### config.mk
export PLATFORM = sky130hd
export DESIGN_NAME = instruction_cycle_timing
export DESIGN_NICKNAME = d
export VERILOG_FILES = /design/src/cycle_timing_pkg.sv /design/src/pin_sync.sv /design/src/bus_cycle_slot.sv /design/src/instruction_cycle_timing.sv
export VERILOG_INCLUDE_DIRS = /design/src
export SDC_FILE = /design/constraint.sdc
export NUM_CORES = 1
export LEC_CHECK = 0
export BUFFER_PORTS_ARGS = -buffer_cell sky130_fd_sc_hd__buf_2
export CORE_ASPECT_RATIO = 0.7
export CORE_UTILIZATION = 36
export DETAILED_ROUTE_END_ITERATION = 10
export GPL_TIMING_DRIVEN = 0
export PLACE_DENSITY_LB_ADDON = 0.12
export SYNTH_ARGS = -nofsm -noshare
export SYNTH_HDL_FRONTEND = slang
export SYNTH_HIERARCHICAL = 1
export SYNTH_SLANG_ARGS = --single-unit
export TNS_END_PERCENT = 1
### constraint.sdc
create_clock -name core_clk_i -period 6 [get_ports core_clk_i]
set_input_delay 0.6 -clock core_clk_i [delete_from_list [all_inputs] [get_ports core_clk_i]]
set_output_delay 0.6 -clock core_clk_i [all_outputs]
set_load 0.05 [all_outputs]
### src/cycle_timing_defs.svh
`ifndef CYCLE_TIMING_DEFS_SVH
`define CYCLE_TIMING_DEFS_SVH

// ----------------------------------------------------------------
// Field widths
// ----------------------------------------------------------------
`define CLK_W          10
`define CNT_W          6
`define REGN_W         5

// ----------------------------------------------------------------
// Last phase number of a bus cycle; a cycle without wait states is four clocks
// ----------------------------------------------------------------
`define BUS_CYCLE_CLKS 2'h3
`define RESULT_RST     '{10'h000, 6'h00, 6'h00}

// ----------------------------------------------------------------
// Costs as {clocks, reads, writes}
// ----------------------------------------------------------------
`define C_COND_TAKEN   '{10'h00A, 6'h02, 6'h00}
`define C_COND_NT_BYTE '{10'h008, 6'h01, 6'h00}
`define C_COND_NT_WORD '{10'h00C, 6'h02, 6'h00}
`define C_BRANCH_ALW   '{10'h00A, 6'h02, 6'h00}
`define C_BRANCH_SUB   '{10'h012, 6'h02, 6'h02}
`define C_DEC_TRUE     '{10'h00C, 6'h02, 6'h00}
`define C_DEC_TAKEN    '{10'h00A, 6'h02, 6'h00}
`define C_DEC_EXPIRED  '{10'h00E, 6'h03, 6'h00}
`define C_SW_VECTOR    '{10'h022, 6'h04, 6'h03}
`define C_OVF_TAKEN    '{10'h022, 6'h05, 6'h03}
`define C_OVF_NT       '{10'h004, 6'h01, 6'h00}
`define C_JUMP_IND     '{10'h008, 6'h02, 6'h00}
`define C_JUMP_DISP    '{10'h00A, 6'h02, 6'h00}
`define C_JUMP_IDX     '{10'h00E, 6'h02, 6'h00}
`define C_JUMP_ABSL    '{10'h00C, 6'h03, 6'h00}
`define C_JUMP_PCIDX   '{10'h00E, 6'h03, 6'h00}
`define C_ADR_IND      '{10'h004, 6'h01, 6'h00}
`define C_ADR_DISP     '{10'h008, 6'h02, 6'h00}
`define C_ADR_IDX      '{10'h00C, 6'h02, 6'h00}
`define C_ADR_ABSL     '{10'h00C, 6'h03, 6'h00}
`define C_PUSH_EXTRA   '{10'h008, 6'h00, 6'h02}
`define C_MMR_IND      '{10'h00C, 6'h03, 6'h00}
`define C_MMR_DISP     '{10'h010, 6'h04, 6'h00}
`define C_MMR_IDX      '{10'h012, 6'h04, 6'h00}
`define C_MMR_ABSL     '{10'h014, 6'h05, 6'h00}
`define C_MMR_PER_W    '{10'h004, 6'h01, 6'h00}
`define C_MMR_PER_L    '{10'h008, 6'h02, 6'h00}
`define C_RMM_IND      '{10'h008, 6'h02, 6'h00}
`define C_RMM_DISP     '{10'h00C, 6'h03, 6'h00}
`define C_RMM_IDX      '{10'h00E, 6'h03, 6'h00}
`define C_RMM_ABSL     '{10'h010, 6'h04, 6'h00}
`define C_RMM_PER_W    '{10'h005, 6'h00, 6'h01}
`define C_RMM_PER_L    '{10'h00A, 6'h00, 6'h02}
`define C_EXT_REG_BW   '{10'h004, 6'h01, 6'h00}
`define C_EXT_REG_L    '{10'h008, 6'h01, 6'h00}
`define C_EXT_MEM_BW   '{10'h012, 6'h03, 6'h01}
`define C_EXT_MEM_L    '{10'h01E, 6'h05, 6'h02}
`define C_MCMP_BW      '{10'h00C, 6'h03, 6'h00}
`define C_MCMP_L       '{10'h014, 6'h05, 6'h00}
`define C_DEC_REG      '{10'h006, 6'h01, 6'h00}
`define C_STATUS_IMM   '{10'h014, 6'h03, 6'h00}
`define C_LOAD_STATUS  '{10'h00C, 6'h02, 6'h00}
`define C_RETURN       '{10'h010, 6'h04, 6'h00}
`define C_HALT         '{10'h004, 6'h00, 6'h00}
`define C_PMOVE_RM_W   '{10'h010, 6'h02, 6'h02}
`define C_PMOVE_RM_L   '{10'h018, 6'h02, 6'h04}
`define C_PMOVE_MR_W   '{10'h010, 6'h04, 6'h00}
`define C_PMOVE_MR_L   '{10'h018, 6'h06, 6'h00}
`define C_EXC_FAULT    '{10'h032, 6'h04, 6'h07}
`define C_EXC_INT      '{10'h02C, 6'h05, 6'h03}
`define C_EXC_SIMPLE   '{10'h022, 6'h04, 6'h03}

`endif

### src/cycle_timing_pkg.sv
`include "cycle_timing_defs.svh"

package cycle_timing_pkg;

	typedef enum logic [4:0] {
		OP_COND_BRANCH  = 5'h00, OP_BRANCH_ALWAYS = 5'h01, OP_BRANCH_TO_SUB = 5'h02,
		OP_DEC_BRANCH   = 5'h03, OP_SW_VECTOR     = 5'h04, OP_OVERFLOW_CALL = 5'h05,
		OP_JUMP         = 5'h06, OP_SUB_JUMP      = 5'h07, OP_ADDR_LOAD     = 5'h08,
		OP_ADDR_PUSH    = 5'h09, OP_MULTI_MOVE    = 5'h0A, OP_EXT_ADD       = 5'h0B,
		OP_EXT_SUB      = 5'h0C, OP_MEM_COMPARE   = 5'h0D, OP_DEC_ADD       = 5'h0E,
		OP_DEC_SUB      = 5'h0F, OP_STATUS_AND    = 5'h10, OP_STATUS_XOR    = 5'h11,
		OP_STATUS_OR    = 5'h12, OP_LOAD_STATUS   = 5'h13, OP_SUB_RETURN    = 5'h14,
		OP_HALT_WAIT    = 5'h15, OP_PERIPH_MOVE   = 5'h16, OP_EXC_ADDRESS   = 5'h17,
		OP_EXC_BUS      = 5'h18, OP_EXC_INTERRUPT = 5'h19, OP_EXC_ILLEGAL   = 5'h1A,
		OP_EXC_PRIVILEGE = 5'h1B, OP_EXC_TRACE    = 5'h1C
	} op_e;

	typedef enum logic [3:0] {
		AM_REG_DIRECT = 4'h0, AM_IND       = 4'h1, AM_POSTINC   = 4'h2,
		AM_PREDEC     = 4'h3, AM_DISP      = 4'h4, AM_INDEXED   = 4'h5,
		AM_ABS_SHORT  = 4'h6, AM_ABS_LONG  = 4'h7, AM_PC_DISP   = 4'h8,
		AM_PC_INDEXED = 4'h9
	} mode_e;

	typedef struct packed {
		logic [`CLK_W-1:0] clocks;
		logic [`CNT_W-1:0] reads;
		logic [`CNT_W-1:0] writes;
	} cost_s;

	typedef struct packed {
		op_e                op;
		mode_e              mode;
		logic               size_long;
		logic               disp_word;
		logic               cond_true;
		logic               count_expired;
		logic               to_memory;
		logic               index_long;
		logic [`REGN_W-1:0] reg_count;
		cost_s              ea_cost;
	} instr_req_s;

endpackage

### src/pin_sync.sv
`timescale 1ns/1ps
`default_nettype none

module pin_sync #(
	parameter int WIDTH = 1
) (
	// Clock and reset
	input  wire logic             core_clk_i,
	input  wire logic             rst_i,
	// Pins in, synchronised out
	input  wire logic [WIDTH-1:0] pin_i,
	output logic      [WIDTH-1:0] sync_o
);

	logic [WIDTH-1:0] meta_q;
	logic [WIDTH-1:0] sync_q;

	// Only the second stage is visible to logic
	always_ff @(posedge core_clk_i) begin
		if (rst_i) begin
			meta_q <= '0;
			sync_q <= '0;
		end else begin
			meta_q <= pin_i;
			sync_q <= meta_q;
		end
	end

	assign sync_o = sync_q;

endmodule // pin_sync

`default_nettype wire

### src/bus_cycle_slot.sv
`timescale 1ns/1ps
`default_nettype none

`include "cycle_timing_defs.svh"

module bus_cycle_slot (
	// Clock and reset
	input  wire logic core_clk_i,
	input  wire logic rst_i,
	// Sequencer side
	input  wire logic run_i,
	input  wire logic ack_i,
	output logic      last_o,
	output logic      wait_o
);

	logic [1:0] phase_q;

	// ----------------------------------------------------------------
	// Four-phase bus cycle
	// ----------------------------------------------------------------
	// Holding the last phase until the acknowledge is the wait state
	assign last_o = run_i && (phase_q == `BUS_CYCLE_CLKS) && ack_i;
	assign wait_o = run_i && (phase_q == `BUS_CYCLE_CLKS) && !ack_i;

	always_ff @(posedge core_clk_i) begin
		if (rst_i) begin
			phase_q <= 2'h0;
		end else if (!run_i || last_o) begin
			phase_q <= 2'h0;
		end else if (phase_q != `BUS_CYCLE_CLKS) begin
			phase_q <= phase_q + 2'h1;
		end
	end

endmodule // bus_cycle_slot

`default_nettype wire

### src/instruction_cycle_timing.sv
`timescale 1ns/1ps
`default_nettype none

`include "cycle_timing_defs.svh"

module instruction_cycle_timing
	import cycle_timing_pkg::*;
(
	// Clock and reset
	input  wire logic                        core_clk_i,
	input  wire logic                        rst_i,
	// Instruction request
	input  wire logic                        req_valid_i,
	output logic                             req_ready_o,
	input  wire cycle_timing_pkg::instr_req_s req_i,
	// External bus
	output logic                             bus_rd_o,
	output logic                             bus_wr_o,
	output logic                             int_ack_cycle_o,
	input  wire logic                        bus_ack_pin_i,
	// Halt control
	output logic                             halted_o,
	input  wire logic                        resume_pin_i,
	// Completion report
	output logic                             done_o,
	output cycle_timing_pkg::cost_s          result_o
);

	import cycle_timing_pkg::*;

	typedef enum logic [1:0] {
		ST_IDLE     = 2'b00,
		ST_BUS      = 2'b01,
		ST_INTERNAL = 2'b10,
		ST_HALT     = 2'b11
	} seq_state_e;

	// ----------------------------------------------------------------
	// Cost arithmetic helpers
	// ----------------------------------------------------------------
	function automatic cost_s cost_add(input cost_s a, input cost_s b);
		cost_s s;
		s.clocks = a.clocks + b.clocks;
		s.reads  = a.reads + b.reads;
		s.writes = a.writes + b.writes;
		return s;
	endfunction

	function automatic cost_s cost_scale(input cost_s a, input logic [`REGN_W-1:0] n);
		cost_s s;
		s.clocks = a.clocks * {5'h00, n};
		s.reads  = a.reads * {1'b0, n};
		s.writes = a.writes * {1'b0, n};
		return s;
	endfunction

	// Group of modes sharing one cost column
	function automatic logic [1:0] mode_group(input mode_e m);
		logic [1:0] g;
		case (m)
			AM_DISP, AM_ABS_SHORT, AM_PC_DISP: g = 2'h1;
			AM_INDEXED, AM_PC_INDEXED:         g = 2'h2;
			AM_ABS_LONG:                       g = 2'h3;
			default:                           g = 2'h0;
		endcase
		return g;
	endfunction

	// ----------------------------------------------------------------
	// Cost lookup
	// ----------------------------------------------------------------
	function automatic cost_s base_cost(input instr_req_s r);
		cost_s      c;
		cost_s      jump_c;
		cost_s      adr_c;
		cost_s      mmr_c;
		cost_s      rmm_c;
		logic [1:0] g;
		g = mode_group(r.mode);
		case (g)
			2'h1: begin
				jump_c = `C_JUMP_DISP;
				adr_c = `C_ADR_DISP;
				mmr_c = `C_MMR_DISP;
				rmm_c = `C_RMM_DISP;
			end
			2'h2: begin
				jump_c = `C_JUMP_IDX;
				adr_c = `C_ADR_IDX;
				mmr_c = `C_MMR_IDX;
				rmm_c = `C_RMM_IDX;
			end
			2'h3: begin
				jump_c = `C_JUMP_ABSL;
				adr_c = `C_ADR_ABSL;
				mmr_c = `C_MMR_ABSL;
				rmm_c = `C_RMM_ABSL;
			end
			default: begin
				jump_c = `C_JUMP_IND;
				adr_c = `C_ADR_IND;
				mmr_c = `C_MMR_IND;
				rmm_c = `C_RMM_IND;
			end
		endcase
		case (r.op)
			OP_COND_BRANCH: begin
				if (r.cond_true)
					c = `C_COND_TAKEN;
				else if (r.disp_word)
					c = `C_COND_NT_WORD;
				else
					c = `C_COND_NT_BYTE;
			end
			OP_BRANCH_ALWAYS: c = `C_BRANCH_ALW;
			OP_BRANCH_TO_SUB: c = `C_BRANCH_SUB;
			OP_DEC_BRANCH: begin
				if (r.cond_true)
					c = `C_DEC_TRUE;
				else if (r.count_expired)
					c = `C_DEC_EXPIRED;
				else
					c = `C_DEC_TAKEN;
			end
			OP_SW_VECTOR:     c = `C_SW_VECTOR;
			OP_OVERFLOW_CALL: c = r.cond_true ? `C_OVF_TAKEN : `C_OVF_NT;
			OP_JUMP: c = (r.mode == AM_PC_INDEXED) ? `C_JUMP_PCIDX : jump_c;
			OP_SUB_JUMP: c = cost_add(jump_c, `C_PUSH_EXTRA);
			OP_ADDR_LOAD: c = adr_c;
			OP_ADDR_PUSH: c = cost_add(adr_c, `C_PUSH_EXTRA);
			OP_MULTI_MOVE: begin
				if (r.to_memory)
					c = cost_add(rmm_c, cost_scale(r.size_long ? `C_RMM_PER_L
						: `C_RMM_PER_W, r.reg_count));
				else
					c = cost_add(mmr_c, cost_scale(r.size_long ? `C_MMR_PER_L
						: `C_MMR_PER_W, r.reg_count));
			end
			OP_EXT_ADD, OP_EXT_SUB: begin
				if (r.mode == AM_REG_DIRECT)
					c = r.size_long ? `C_EXT_REG_L : `C_EXT_REG_BW;
				else
					c = r.size_long ? `C_EXT_MEM_L : `C_EXT_MEM_BW;
			end
			OP_MEM_COMPARE: c = r.size_long ? `C_MCMP_L : `C_MCMP_BW;
			OP_DEC_ADD, OP_DEC_SUB:
				c = (r.mode == AM_REG_DIRECT) ? `C_DEC_REG : `C_EXT_MEM_BW;
			OP_STATUS_AND, OP_STATUS_XOR, OP_STATUS_OR: c = `C_STATUS_IMM;
			OP_LOAD_STATUS: c = `C_LOAD_STATUS;
			OP_SUB_RETURN:  c = `C_RETURN;
			OP_HALT_WAIT: c = `C_HALT;
			OP_PERIPH_MOVE: begin
				if (r.to_memory)
					c = r.size_long ? `C_PMOVE_RM_L : `C_PMOVE_RM_W;
				else
					c = r.size_long ? `C_PMOVE_MR_L : `C_PMOVE_MR_W;
			end
			OP_EXC_ADDRESS, OP_EXC_BUS: c = `C_EXC_FAULT;
			OP_EXC_INTERRUPT: c = `C_EXC_INT;
			default: c = `C_EXC_SIMPLE;
		endcase
		if (r.op == OP_LOAD_STATUS && r.mode != AM_REG_DIRECT)
			c = cost_add(c, r.ea_cost);
		return c;
	endfunction

	// ----------------------------------------------------------------
	// Pin synchronisers
	// ----------------------------------------------------------------
	logic [1:0] pins_sync;

	pin_sync #(
		.WIDTH(2)
	) u_pin_sync (
		.core_clk_i(core_clk_i),
		.rst_i     (rst_i),
		.pin_i     ({resume_pin_i, bus_ack_pin_i}),
		.sync_o    (pins_sync)
	);

	// ----------------------------------------------------------------
	// Sequencer state
	// ----------------------------------------------------------------
	seq_state_e         state_q;
	cost_s              req_cost;
	logic [`CLK_W-1:0]  bus_clks;
	logic [`CLK_W-1:0]  internal_d;
	logic [`CNT_W-1:0]  reads_left_q;
	logic [`CNT_W-1:0]  writes_left_q;
	logic [`CLK_W-1:0]  internal_q;
	logic               halt_after_q;
	logic               first_read_q;
	logic               int_entry_q;
	cost_s              used_q;
	cost_s              result_q;
	logic               done_q;
	logic               accept;
	logic               bus_run;
	logic               bus_last;
	logic               bus_is_write;
	logic               last_bus;
	logic               finish;

	assign req_cost   = base_cost(req_i);
	assign bus_clks   = ({4'h0, req_cost.reads} + {4'h0, req_cost.writes}) << 2;
	// Saturate so an odd cost can never underflow the count
	assign internal_d = (req_cost.clocks > bus_clks) ? req_cost.clocks - bus_clks
		: '0;

	assign req_ready_o  = (state_q == ST_IDLE);
	assign accept       = req_ready_o && req_valid_i;
	assign bus_run      = (state_q == ST_BUS);
	// Reads go out before writes
	assign bus_is_write = (reads_left_q == '0);
	assign last_bus     = bus_last && ((bus_is_write ? writes_left_q
		: reads_left_q + writes_left_q) == `CNT_W'(1));

	bus_cycle_slot u_bus_cycle_slot (
		.core_clk_i(core_clk_i),
		.rst_i     (rst_i),
		.run_i     (bus_run),
		.ack_i     (pins_sync[0]),
		.last_o    (bus_last),
		.wait_o    ()
	);

	assign finish = (state_q == ST_INTERNAL && internal_q == `CLK_W'(1) && !halt_after_q)
		|| (last_bus && internal_q == '0 && !halt_after_q)
		|| (state_q == ST_HALT && pins_sync[1]);

	always_ff @(posedge core_clk_i) begin
		if (rst_i) begin
			state_q <= ST_IDLE;
		end else begin
			case (state_q)
				ST_IDLE: begin
					if (accept)
						state_q <= ({req_cost.reads, req_cost.writes} != '0) ? ST_BUS
							: ST_INTERNAL;
				end
				ST_BUS: begin
					if (last_bus)
						state_q <= (internal_q != '0) ? ST_INTERNAL
							: (halt_after_q ? ST_HALT : ST_IDLE);
				end
				ST_INTERNAL: begin
					if (internal_q == `CLK_W'(1))
						state_q <= halt_after_q ? ST_HALT : ST_IDLE;
				end
				ST_HALT: begin
					if (pins_sync[1])
						state_q <= ST_IDLE;
				end
				default: state_q <= ST_IDLE;
			endcase
		end
	end

	// Remaining bus cycles
	always_ff @(posedge core_clk_i) begin
		if (rst_i) begin
			reads_left_q  <= '0;
			writes_left_q <= '0;
			first_read_q  <= 1'b0;
		end else if (accept) begin
			reads_left_q  <= req_cost.reads;
			writes_left_q <= req_cost.writes;
			first_read_q  <= 1'b1;
		end else if (bus_last) begin
			first_read_q <= 1'b0;
			if (bus_is_write)
				writes_left_q <= writes_left_q - `CNT_W'(1);
			else
				reads_left_q <= reads_left_q - `CNT_W'(1);
		end
	end

	// Internal clocks and request attributes
	always_ff @(posedge core_clk_i) begin
		if (rst_i) begin
			internal_q   <= '0;
			halt_after_q <= 1'b0;
			int_entry_q  <= 1'b0;
		end else if (accept) begin
			internal_q   <= internal_d;
			halt_after_q <= (req_i.op == OP_HALT_WAIT);
			int_entry_q  <= (req_i.op == OP_EXC_INTERRUPT);
		end else if (state_q == ST_INTERNAL && internal_q != '0) begin
			internal_q <= internal_q - `CLK_W'(1);
		end
	end

	always_ff @(posedge core_clk_i) begin
		if (rst_i) begin
			used_q <= `RESULT_RST;
		end else if (accept) begin
			used_q <= `RESULT_RST;
		end else if (state_q == ST_BUS || state_q == ST_INTERNAL) begin
			used_q.clocks <= used_q.clocks + `CLK_W'(1);
			if (bus_last && bus_is_write)
				used_q.writes <= used_q.writes + `CNT_W'(1);
			if (bus_last && !bus_is_write)
				used_q.reads <= used_q.reads + `CNT_W'(1);
		end
	end

	// Completion report
	always_ff @(posedge core_clk_i) begin
		if (rst_i) begin
			done_q   <= 1'b0;
			result_q <= `RESULT_RST;
		end else begin
			done_q <= finish;
			if (state_q == ST_HALT) begin
				result_q <= used_q;
			end else if (finish) begin
				result_q.clocks <= used_q.clocks + `CLK_W'(1);
				result_q.reads  <= used_q.reads + {5'h00, bus_last && !bus_is_write};
				result_q.writes <= used_q.writes + {5'h00, bus_last && bus_is_write};
			end
		end
	end

	assign bus_rd_o        = bus_run && !bus_is_write;
	assign bus_wr_o        = bus_run && bus_is_write;
	assign int_ack_cycle_o = bus_run && int_entry_q && first_read_q;
	assign halted_o        = (state_q == ST_HALT);
	assign done_o          = done_q;
	assign result_o        = result_q;

endmodule // instruction_cycle_timing

`default_nettype wire

### Word level (Yosys, flattened, before mapping)

Index checks and enable logic that the tools add are counted.

* $lt $le $gt $ge: 1
* $add $sub $neg: 25
* equality and inequality tests: 45
* multiply operators: 6
* multiplexer cells: 46
* reduce and logical (&&, ||, !) cells: 49

Operator list (count)
* $pmux W22 S20: 1
* $mux W16: 7
* $mux W22: 5
* $pmux W17 S3: 2
* $mux W15: 4
* $mux W17: 3
* $eq A5 B5 Y1 const B: 10
* $pmux W16 S3: 1
* $pmux W15 S3: 1
* $add A6 B6 Y6: 7
* $mux W6: 7
* $eq A5 B4 Y1 const B: 8
* $mux W10: 3
* $mul A6 B5 Y6: 4
* $add A10 B4 Y10 const B: 2
* $add A10 B9 Y10: 2
* $mul A4 B5 Y9: 2
* $mux W18: 1
* $logic_and A1 B1 Y1: 17
* $eq A4 B3 Y1 const B: 4
* $eq A5 B3 Y1 const B: 3
* $mux W2: 7
* $add A6 B1 Y6: 2
* $add A6 B1 Y6 const B: 2
* 36 further kinds: 67

* logic and storage cells: 189
* register bits after elaboration: 78

### Logic depth before layout (Yosys ltp)

Gate-level depths: netlist of run 1.

* depth after elaboration: 14
* mapped depth: 32
* mapped depth without buffers: 31

### Cells and area by module

Netlist of run 1, hierarchy kept.

By module, submodules not included
* instruction_cycle_timing: instances 1, cells an instance 1009, area an instance 7821.3 um2
* bus_cycle_slot: instances 1, cells an instance 13, area an instance 111.4 um2
* pin_sync: instances 1, cells an instance 8, area an instance 105.1 um2

### Worst setup path after synthesis of run 1

No wires, ideal clock.

* kind: in2reg
* start point: input port req_i[32] in the netlist's numbering
* end point: register internal_q[1]
* slack: -301 ps
* cell stages on the path: 26
* arrival: 6167 ps
* path buffers: 1
* required time: 5867 ps
* path through: mux2_2 ha_1 inv_1 fa_1 inv_1 fa_1 fa_1 a21o_1 a21o_1 xor2_1 a21oi_1 nor2_1 ha_1 a21oi_1 nand2_1 o21ai_0 xor2_1 o22ai_1 ha_1 or2_2 a31oi_1 a31oi_1 nor3_1 or3_1 clkbuf_1 o22ai_1

* word-level cells in the longest chain between the ends: 11
* elaborated cells on any way between the ends: 28

RTL lines
* from (decl): RTL line instruction_cycle_timing.sv:15 `input wire cycle_timing_pkg::instr_req_s req_i,`
* $mux W16 (no line)
* $mul A6 B5 Y6 (on tied branches): RTL line instruction_cycle_timing.sv:52, instruction_cycle_timing.sv:53
* $add A6 B6 Y6 (on tied branches): RTL line instruction_cycle_timing.sv:44, instruction_cycle_timing.sv:45
* $mux W22: RTL line instruction_cycle_timing.sv:132 `if (r.to_memory)`
* $pmux W22 S20 *: RTL line instruction_cycle_timing.sv:106 `case (r.op)`
* $add A6 B6 Y6 (on tied branches): RTL line instruction_cycle_timing.sv:44, instruction_cycle_timing.sv:45
* $mux W22 *: RTL line instruction_cycle_timing.sv:162 `if (r.op == OP_LOAD_STATUS && r.mode != AM_REG_DIRECT)`
* $add A6 B6 Y7: RTL line instruction_cycle_timing.sv:205 `assign bus_clks = ({4'h0, req_cost.reads} + {4'h0, req_cost.writes}) << 2;`
* $gt A10 B9 Y1: RTL line instruction_cycle_timing.sv:207 `assign internal_d = (req_cost.clocks > bus_clks) ? req_cost.clocks - bus_clks`
* $mux W10 *: RTL line instruction_cycle_timing.sv:207
* $mux W10 *: RTL line instruction_cycle_timing.sv:284 `end else if (accept) begin`
* to (signal assigned): RTL line instruction_cycle_timing.sv:285 `internal_q <= internal_d;`
* to (signal assigned): RTL line instruction_cycle_timing.sv:289 `` internal_q <= internal_q - `CLK_W'(1); ``
* to (decl): RTL line instruction_cycle_timing.sv:190 `` logic [`CLK_W-1:0] internal_q; ``

Mark *: on every way between the ends. The rest lies on a longest branch, timed or not.
A chain may end at the register's enable or synchronous reset.

### Final worst setup path of run 1

* start point: input port req_i[34] in the netlist's numbering
* end point: register internal_q[8]

* word-level cells in the longest chain between the ends: 14
* elaborated cells on any way between the ends: 39

RTL lines
* $eq A4 B3 Y1, or another cell as far along: RTL line instruction_cycle_timing.sv:60 `case (m)`
* $reduce_or A3 Y1 or $reduce_or A2 Y1 (tied branches): RTL line instruction_cycle_timing.sv:60
* $pmux W2 S3: RTL line instruction_cycle_timing.sv:60
* $eq A2 B2 Y1 or $eq A2 B1 Y1 (tied branches): RTL line instruction_cycle_timing.sv:80 `case (g)`
* $pmux W17 S3: RTL line instruction_cycle_timing.sv:80
* $add A6 B6 Y6: RTL line instruction_cycle_timing.sv:44 `s.reads = a.reads + b.reads;`
* $mux W22: RTL line instruction_cycle_timing.sv:132
* $pmux W22 S20: RTL line instruction_cycle_timing.sv:106
* $add A6 B6 Y6: RTL line instruction_cycle_timing.sv:44
* $mux W22 *: RTL line instruction_cycle_timing.sv:162
* $add A6 B6 Y7: RTL line instruction_cycle_timing.sv:205
* $sub A10 B9 Y10 or $gt A10 B9 Y1 (tied branches): RTL line instruction_cycle_timing.sv:207
* $mux W10 *: RTL line instruction_cycle_timing.sv:207
* $mux W10 *: RTL line instruction_cycle_timing.sv:284

Marked as above.

==> results.ini, run 1 <==
[run_status]
status=complete, no violations

[die]
core-area_um2=21800
row_count=45
die_w_um=181
initial_core_util=0.369
num_io_pins=75
die_area_um2=22900
fp.dieH_um=127

[global_routing]
grt_pass1_vias=7425
gr-total-overflow=0
grt_util_all_layers=0.225
grt_max_degree=16
antenna_found_initial=0
grt_first_pass_wirelength_mm=40.7

[route]
drtIter0Drc=752
drc=0
viasPerCell=5.49
vias=7835
wl_per_cell_um=17.8
wl_mm=25.4
postRouteAntennaNets=0
drt_pass1_iterations=5

[clock_tree]
clkLatencyLatePin_ns=0.35
holdBufCountCts=0
cts_root_buf=clkbuf_16
cts_num_sinks=78
htreeDepth=3
cts_buffer_depth=2
clkSlewWorstSetupHoldPaths_ns=0.07
cts_tree=done
cts_buffers=9

[cells_and_area]
nNetsFinal=1300
final_common_cell=nor2_1
multi_input_area_um2=6620
regArea_um2=1560
stdcell_area_um2=9840
drive_gt1_frac=0.192
n_antenna_cell=0
fill_cells=2226
area_delta_synth_final_pct=22.5
final_core_util=0.452
layout_common_cells=93 x nor2_1, 87 x nand2_1, 78 x ha_1, 78 x dfxtp_1, 77 x buf_2

[setup_path]
cp-end-kind=flop
cp-start-kind=primary input
cp.required_ns=6.27
critical_path.max_stage_delay_ns=0.46
r2r_start=reads_left_q[0]$_SDFFE_PP0P_
critical_path_class=primary input to flop
crit_start=req_i[34]
cp.arrival_ns=6.16
timing.rr.end=result_o[14]$_SDFFE_PP0P_
regToRegSetupSlack_ns=2.46
crit_fanout=6
r2r_cells=12
slowest_stage=fa_1

[timing]
worst-slew-pin-transition_ns=0.949
fin_crit_sh=0.981
max_slew_margin=0.361
fin_crit_ns=5.89
skew_ns=0.0124
setup_viol_count_final=0
slew_violations=0
rsz0062_at_grt=yes
max_freq_ghz=0.170
hold_violations=0

[min_path]
hp-class=flop to flop
min_path_cells=1
holdCritStartpoint=u_pin_sync/meta_q[1]$_SDFF_PP0_
holdPathEnd=u_pin_sync/sync_o[1]$_SDFF_PP0_

[placement]
dpl.hpwl_mm=19.8
gp_congestion=0.898
port_buffers=73
place_area_um2=8800

[pwr]
ir_worst_vdd_mv=0.177
p_leak_nw=4.14
powerDensity_nw_per_um2=236

[yosys]
syn_inst=1028
netlist_area_um2=8030
synth.avg_cell_area_um2=7.81
yosys_warnings=6

[flow_run]
maxCapViolCount=0

[worst max path at each step]
stage / slack, ns / depth (start not counted) / to
4_1_cts: 0.0007 / 25 / internal_q[2]$_SDFFE_PP0P_
3_5_place_dp: -1.45 / 29 / internal_q[8]$_SDFFE_PP0P_
3_3_place_gp: -1.42 / 29 / internal_q[1]$_SDFFE_PP0P_
6_report: 0.11 / 29 / internal_q[8]$_SDFFE_PP0P_
2_1_floorplan: 0.005 / 26 / internal_q[1]$_SDFFE_PP0P_
5_1_grt: -0.14 / 30 / internal_q[2]$_SDFFE_PP0P_
[critical path: cells and delay by family]
family                     cells  cell delay (ns)
AOI/OAI and AO/OA             10             1.67
xor gates and xnor gates       1             0.22
adders and majority gates      6             1.66
buffers and inverters          4             0.47
and+or+nand+nor                8             1.51
[area by class of cell]
cell class / instances / area share
sequential: 78 / 0.159
clock inverter: 6 / 0.00521
clock buffer: 10 / 0.0243
buffer: 53 / 0.0220
inverter: 56 / 0.0219
tap: 282 / 0.0359
timing repair buffer: 97 / 0.0591
multi-input combinational: 845 / 0.673
[sequential cells by signal (all words and copies together), names as in the netlist]
name and flops:
done_o 1, u_bus_cycle_slot/phase_q 2, internal_q 10, used_q 22
reads_left_q 6, state_q 2, first_read_q 1, halt_after_q 1
u_pin_sync/sync_o 2, u_pin_sync/meta_q 2, result_o 22, writes_left_q 6
int_entry_q 1
[through the flow]
stage	setup WS [ns]	TNS [ns]	std cells	total power, mW	hold slack (ns)
2_1_floorplan	0.00521	0	1034	1.36	0.414
3_3_place_gp	-1.42	-12.86	1389	1.63	0.420
3_5_place_dp	-1.45	-13.25	1389	1.63	0.427
4_1_cts	0.000730	0	1422	2.24	0.447
5_1_grt	-0.135	-0.830	1427	2.49	0.458
6_report	0.111	0	1427	2.33	0.446
[layer usage]
| metal | up-vias | track usage | routed length (µm) |
|---|---|---|---|
| met3 | 20 | 0.0393 | 1470 |
| met1 | 3680 | 0.364 | 14200 |
| met5 | - | 0 | 0 |
| met2 | 226 | 0.306 | 9510 |
| li1 | 3909 | - | - |
| met4 | 0 | 0.0282 | 159 |
[power by group]
| part | total (mW) | internal [mW] | switching [mW] |
|---|---|---|---|
| clock network | 0.544 | 0.299 | 0.245 |
| logic | 1.17 | 0.483 | 0.689 |
| registers | 0.610 | 0.564 | 0.0464 |
| total | 2.33 | 1.35 | 0.981 |
[what timing repair did]
action                     in CTS  in global routing
setup endpoints to repair      10                 10
pin swaps                      26                 42
gates resized for setup        49                 67
setup buffers                  18                  6
No activity file was read; power rests on OpenSTA's default activity.
==> run 2: changes to the inputs <==
--- a/config.mk
+++ b/config.mk
@@ -12,6 +12,8 @@
 export DETAILED_ROUTE_END_ITERATION = 10
 export GPL_TIMING_DRIVEN = 0
 export PLACE_DENSITY_LB_ADDON = 0.12
+export RECOVER_POWER = 25
+export SETUP_SLACK_MARGIN = 0.4
 export SYNTH_ARGS = -nofsm -noshare
 export SYNTH_HDL_FRONTEND = slang
 export SYNTH_HIERARCHICAL = 1
==> run 2 against run 1 <==
  * Utilization rose by 0.75 points
  * Via count rose by 3.5%
  * Maximum frequency fell by 0.53%
  * First-iteration DRC count rose by 5.7%
  * Routed wire length rose by 3.3%
  * Clock skew fell by 0.0032 ns
  * Register-to-register slack got worse by 0.10 ns
  * Clock-buffer cell count did not move
  * Power rose by 0.55%
  * Setup slack got worse by 0.031 ns
  * Combinational power barely moved
==> results.ini, run 2 (synthesis results as in run 1) <==
[global_routing]
grt_util_all_layers=0.226
gr-total-overflow=0
grt_first_pass_wirelength_mm=40.9
antenna_found_initial=0
grt_max_degree=15
grt_pass1_vias=7376

[pwr]
p_leak_nw=4.19
seq_power_share=0.261
p_comb_frac=0.510
ir_worst_vdd_mv=0.170
switching_share=0.422
power.switching_uw=987
p_int_mw=1.35
powerDensity_nw_per_um2=234
p_clk_frac=0.229

[die]
die_w_um=181
core-area_um2=21800
num_io_pins=75
initial_core_util=0.369
row_count=45
die_area_um2=22900
fp.dieH_um=127

[timing]
hold_violations=0
setup-tns-final_ns=0
rsz0062_at_grt=yes
fin_crit_sh=0.987
skew_ns=0.00920
max_slew_margin=0.396
worst-slew-pin-transition_ns=0.898
slew_violations=0
fin_crit_ns=5.92
max_freq_ghz=0.169
setup_viol_count_final=0

[min_path]
min_path_cells=1
holdPathEnd=u_pin_sync/sync_o[1]$_SDFF_PP0_
hp-class=flop to flop
holdCritStartpoint=u_pin_sync/meta_q[1]$_SDFF_PP0_

[setup_path]
cp-start-kind=primary input
cp.arrival_ns=6.20
critical_path.max_stage_delay_ns=0.39
critical_path_class=primary input to flop
r2r_cells=12
timing.rr.end=result_o[14]$_SDFFE_PP0P_
cp.required_ns=6.28
regToRegSetupSlack_ns=2.36
r2r_start=writes_left_q[0]$_SDFFE_PP0P_
cp-end-kind=flop
slowest_stage=or3_4
crit_fanout=6
critPathMostFrequentCell=ha_4

[placement]
gp_congestion=0.892
dpl.hpwl_mm=20.0
port_buffers=73
place_area_um2=8830

[cells_and_area]
final_common_cell=nor2_1
nNetsFinal=1323
final_core_util=0.459
drive_gt1_frac=0.196
stdcell_area_um2=10000
layout_common_cells=90 x nor2_1, 86 x nand2_1, 82 x ha_1, 78 x dfxtp_1
area_delta_synth_final_pct=24.5
n_antenna_cell=0

[route]
wl_mm=26.2
wl_per_cell_um=18.1
viasPerCell=5.59
postRouteAntennaNets=0
drt_pass1_iterations=5
drtIter0Drc=795
vias=8111
drc=0

[clock_tree]
clkSlewWorstSetupHoldPaths_ns=0.07
clkLatencyLatePin_ns=0.35
cts_buffer_depth=2
htreeDepth=3
cts_num_sinks=78
holdBufCountCts=0
cts_tree=done
cts_buffers=9
cts_root_buf=clkbuf_16

[flow_run]
maxCapViolCount=0

[run_status]
status=complete, no violations

==> run 2: cell count changes in the layout (fill, tap and decap cells not counted), moves of 4 or more <==
cell      before  now
a21oi_1       49   43
a21oi_2        6   13
buf_2         77   58
buf_4         22   46
clkbuf_1      40   58
ha_1          78   82
==> run 2: layout make-up <==
type,instances,area (µm²)
fill,2218,11800
multi-input combinational,845,6630
sequential,78,1560
timing repair buffer,118,704
tap,282,353
buffer,55,244
clock buffer,10,239
inverter,56,221
clock inverter,6,45.0
==> run 2: timing repair <==
item | in CTS | in global routing
setup buffers | 33 | 12
endpoints found under the setup margin | 10 | 12
hold endpoints to repair | 0 | 0
pin swaps | 32 | 48
resized for setup | 51 | 67
==> run 2: worst max path at each step <==
stage,start,cells after the start,to
2_1_floorplan,req_i[36],32,internal_q[1]$_SDFFE_PP0P_
3_3_place_gp,req_i[36],31,internal_q[8]$_SDFFE_PP0P_
3_5_place_dp,req_i[36],31,internal_q[8]$_SDFFE_PP0P_
4_1_cts,req_i[33],25,internal_q[8]$_SDFFE_PP0P_
5_1_grt,req_i[34],35,internal_q[6]$_SDFFE_PP0P_
6_report,req_i[34],32,internal_q[3]$_SDFFE_PP0P_
==> run 2: critical path, delay by kind of cell <==
| kind | cells | cell delay [ns] |
|---|---|---|
| buffers and inverters | 7 | 0.85 |
| adders and majority gates | 6 | 1.50 |
| and+or+nand+nor | 9 | 1.52 |
| xor gates and xnor gates | 2 | 0.46 |
| AOI/OAI and AO/OA | 8 | 1.26 |
==> run 2: per-layer routing <==
layer,vias to the layer above,wire [µm],GRT usage
met5,-,0,0
met4,0,131,0.0287
met3,13,1520,0.0393
met2,226,9930,0.298
met1,3904,14600,0.374
li1,3968,-,-
==> run 2: power groups by stage <==
stage	registers [mW]	logic (mW)	clock network [mW]
after global routing	0.617	1.31	0.567
after global placement	0.622	1.01	0
after floorplan	0.618	0.746	0
after detailed placement	0.622	1.01	0
final	0.612	1.19	0.535
after CTS	0.611	1.10	0.542
==> run 2: metrics by stage <==
stage	std cells	power (mW)	worst slack [ns]	hold WS (ns)
2_1_floorplan	1034	1.36	0.121	0.414
3_3_place_gp	1389	1.63	-1.17	0.424
3_5_place_dp	1389	1.63	-1.19	0.427
4_1_cts	1438	2.26	0.131	0.457
5_1_grt	1450	2.50	-0.104	0.467
6_report	1450	2.34	0.0800	0.454
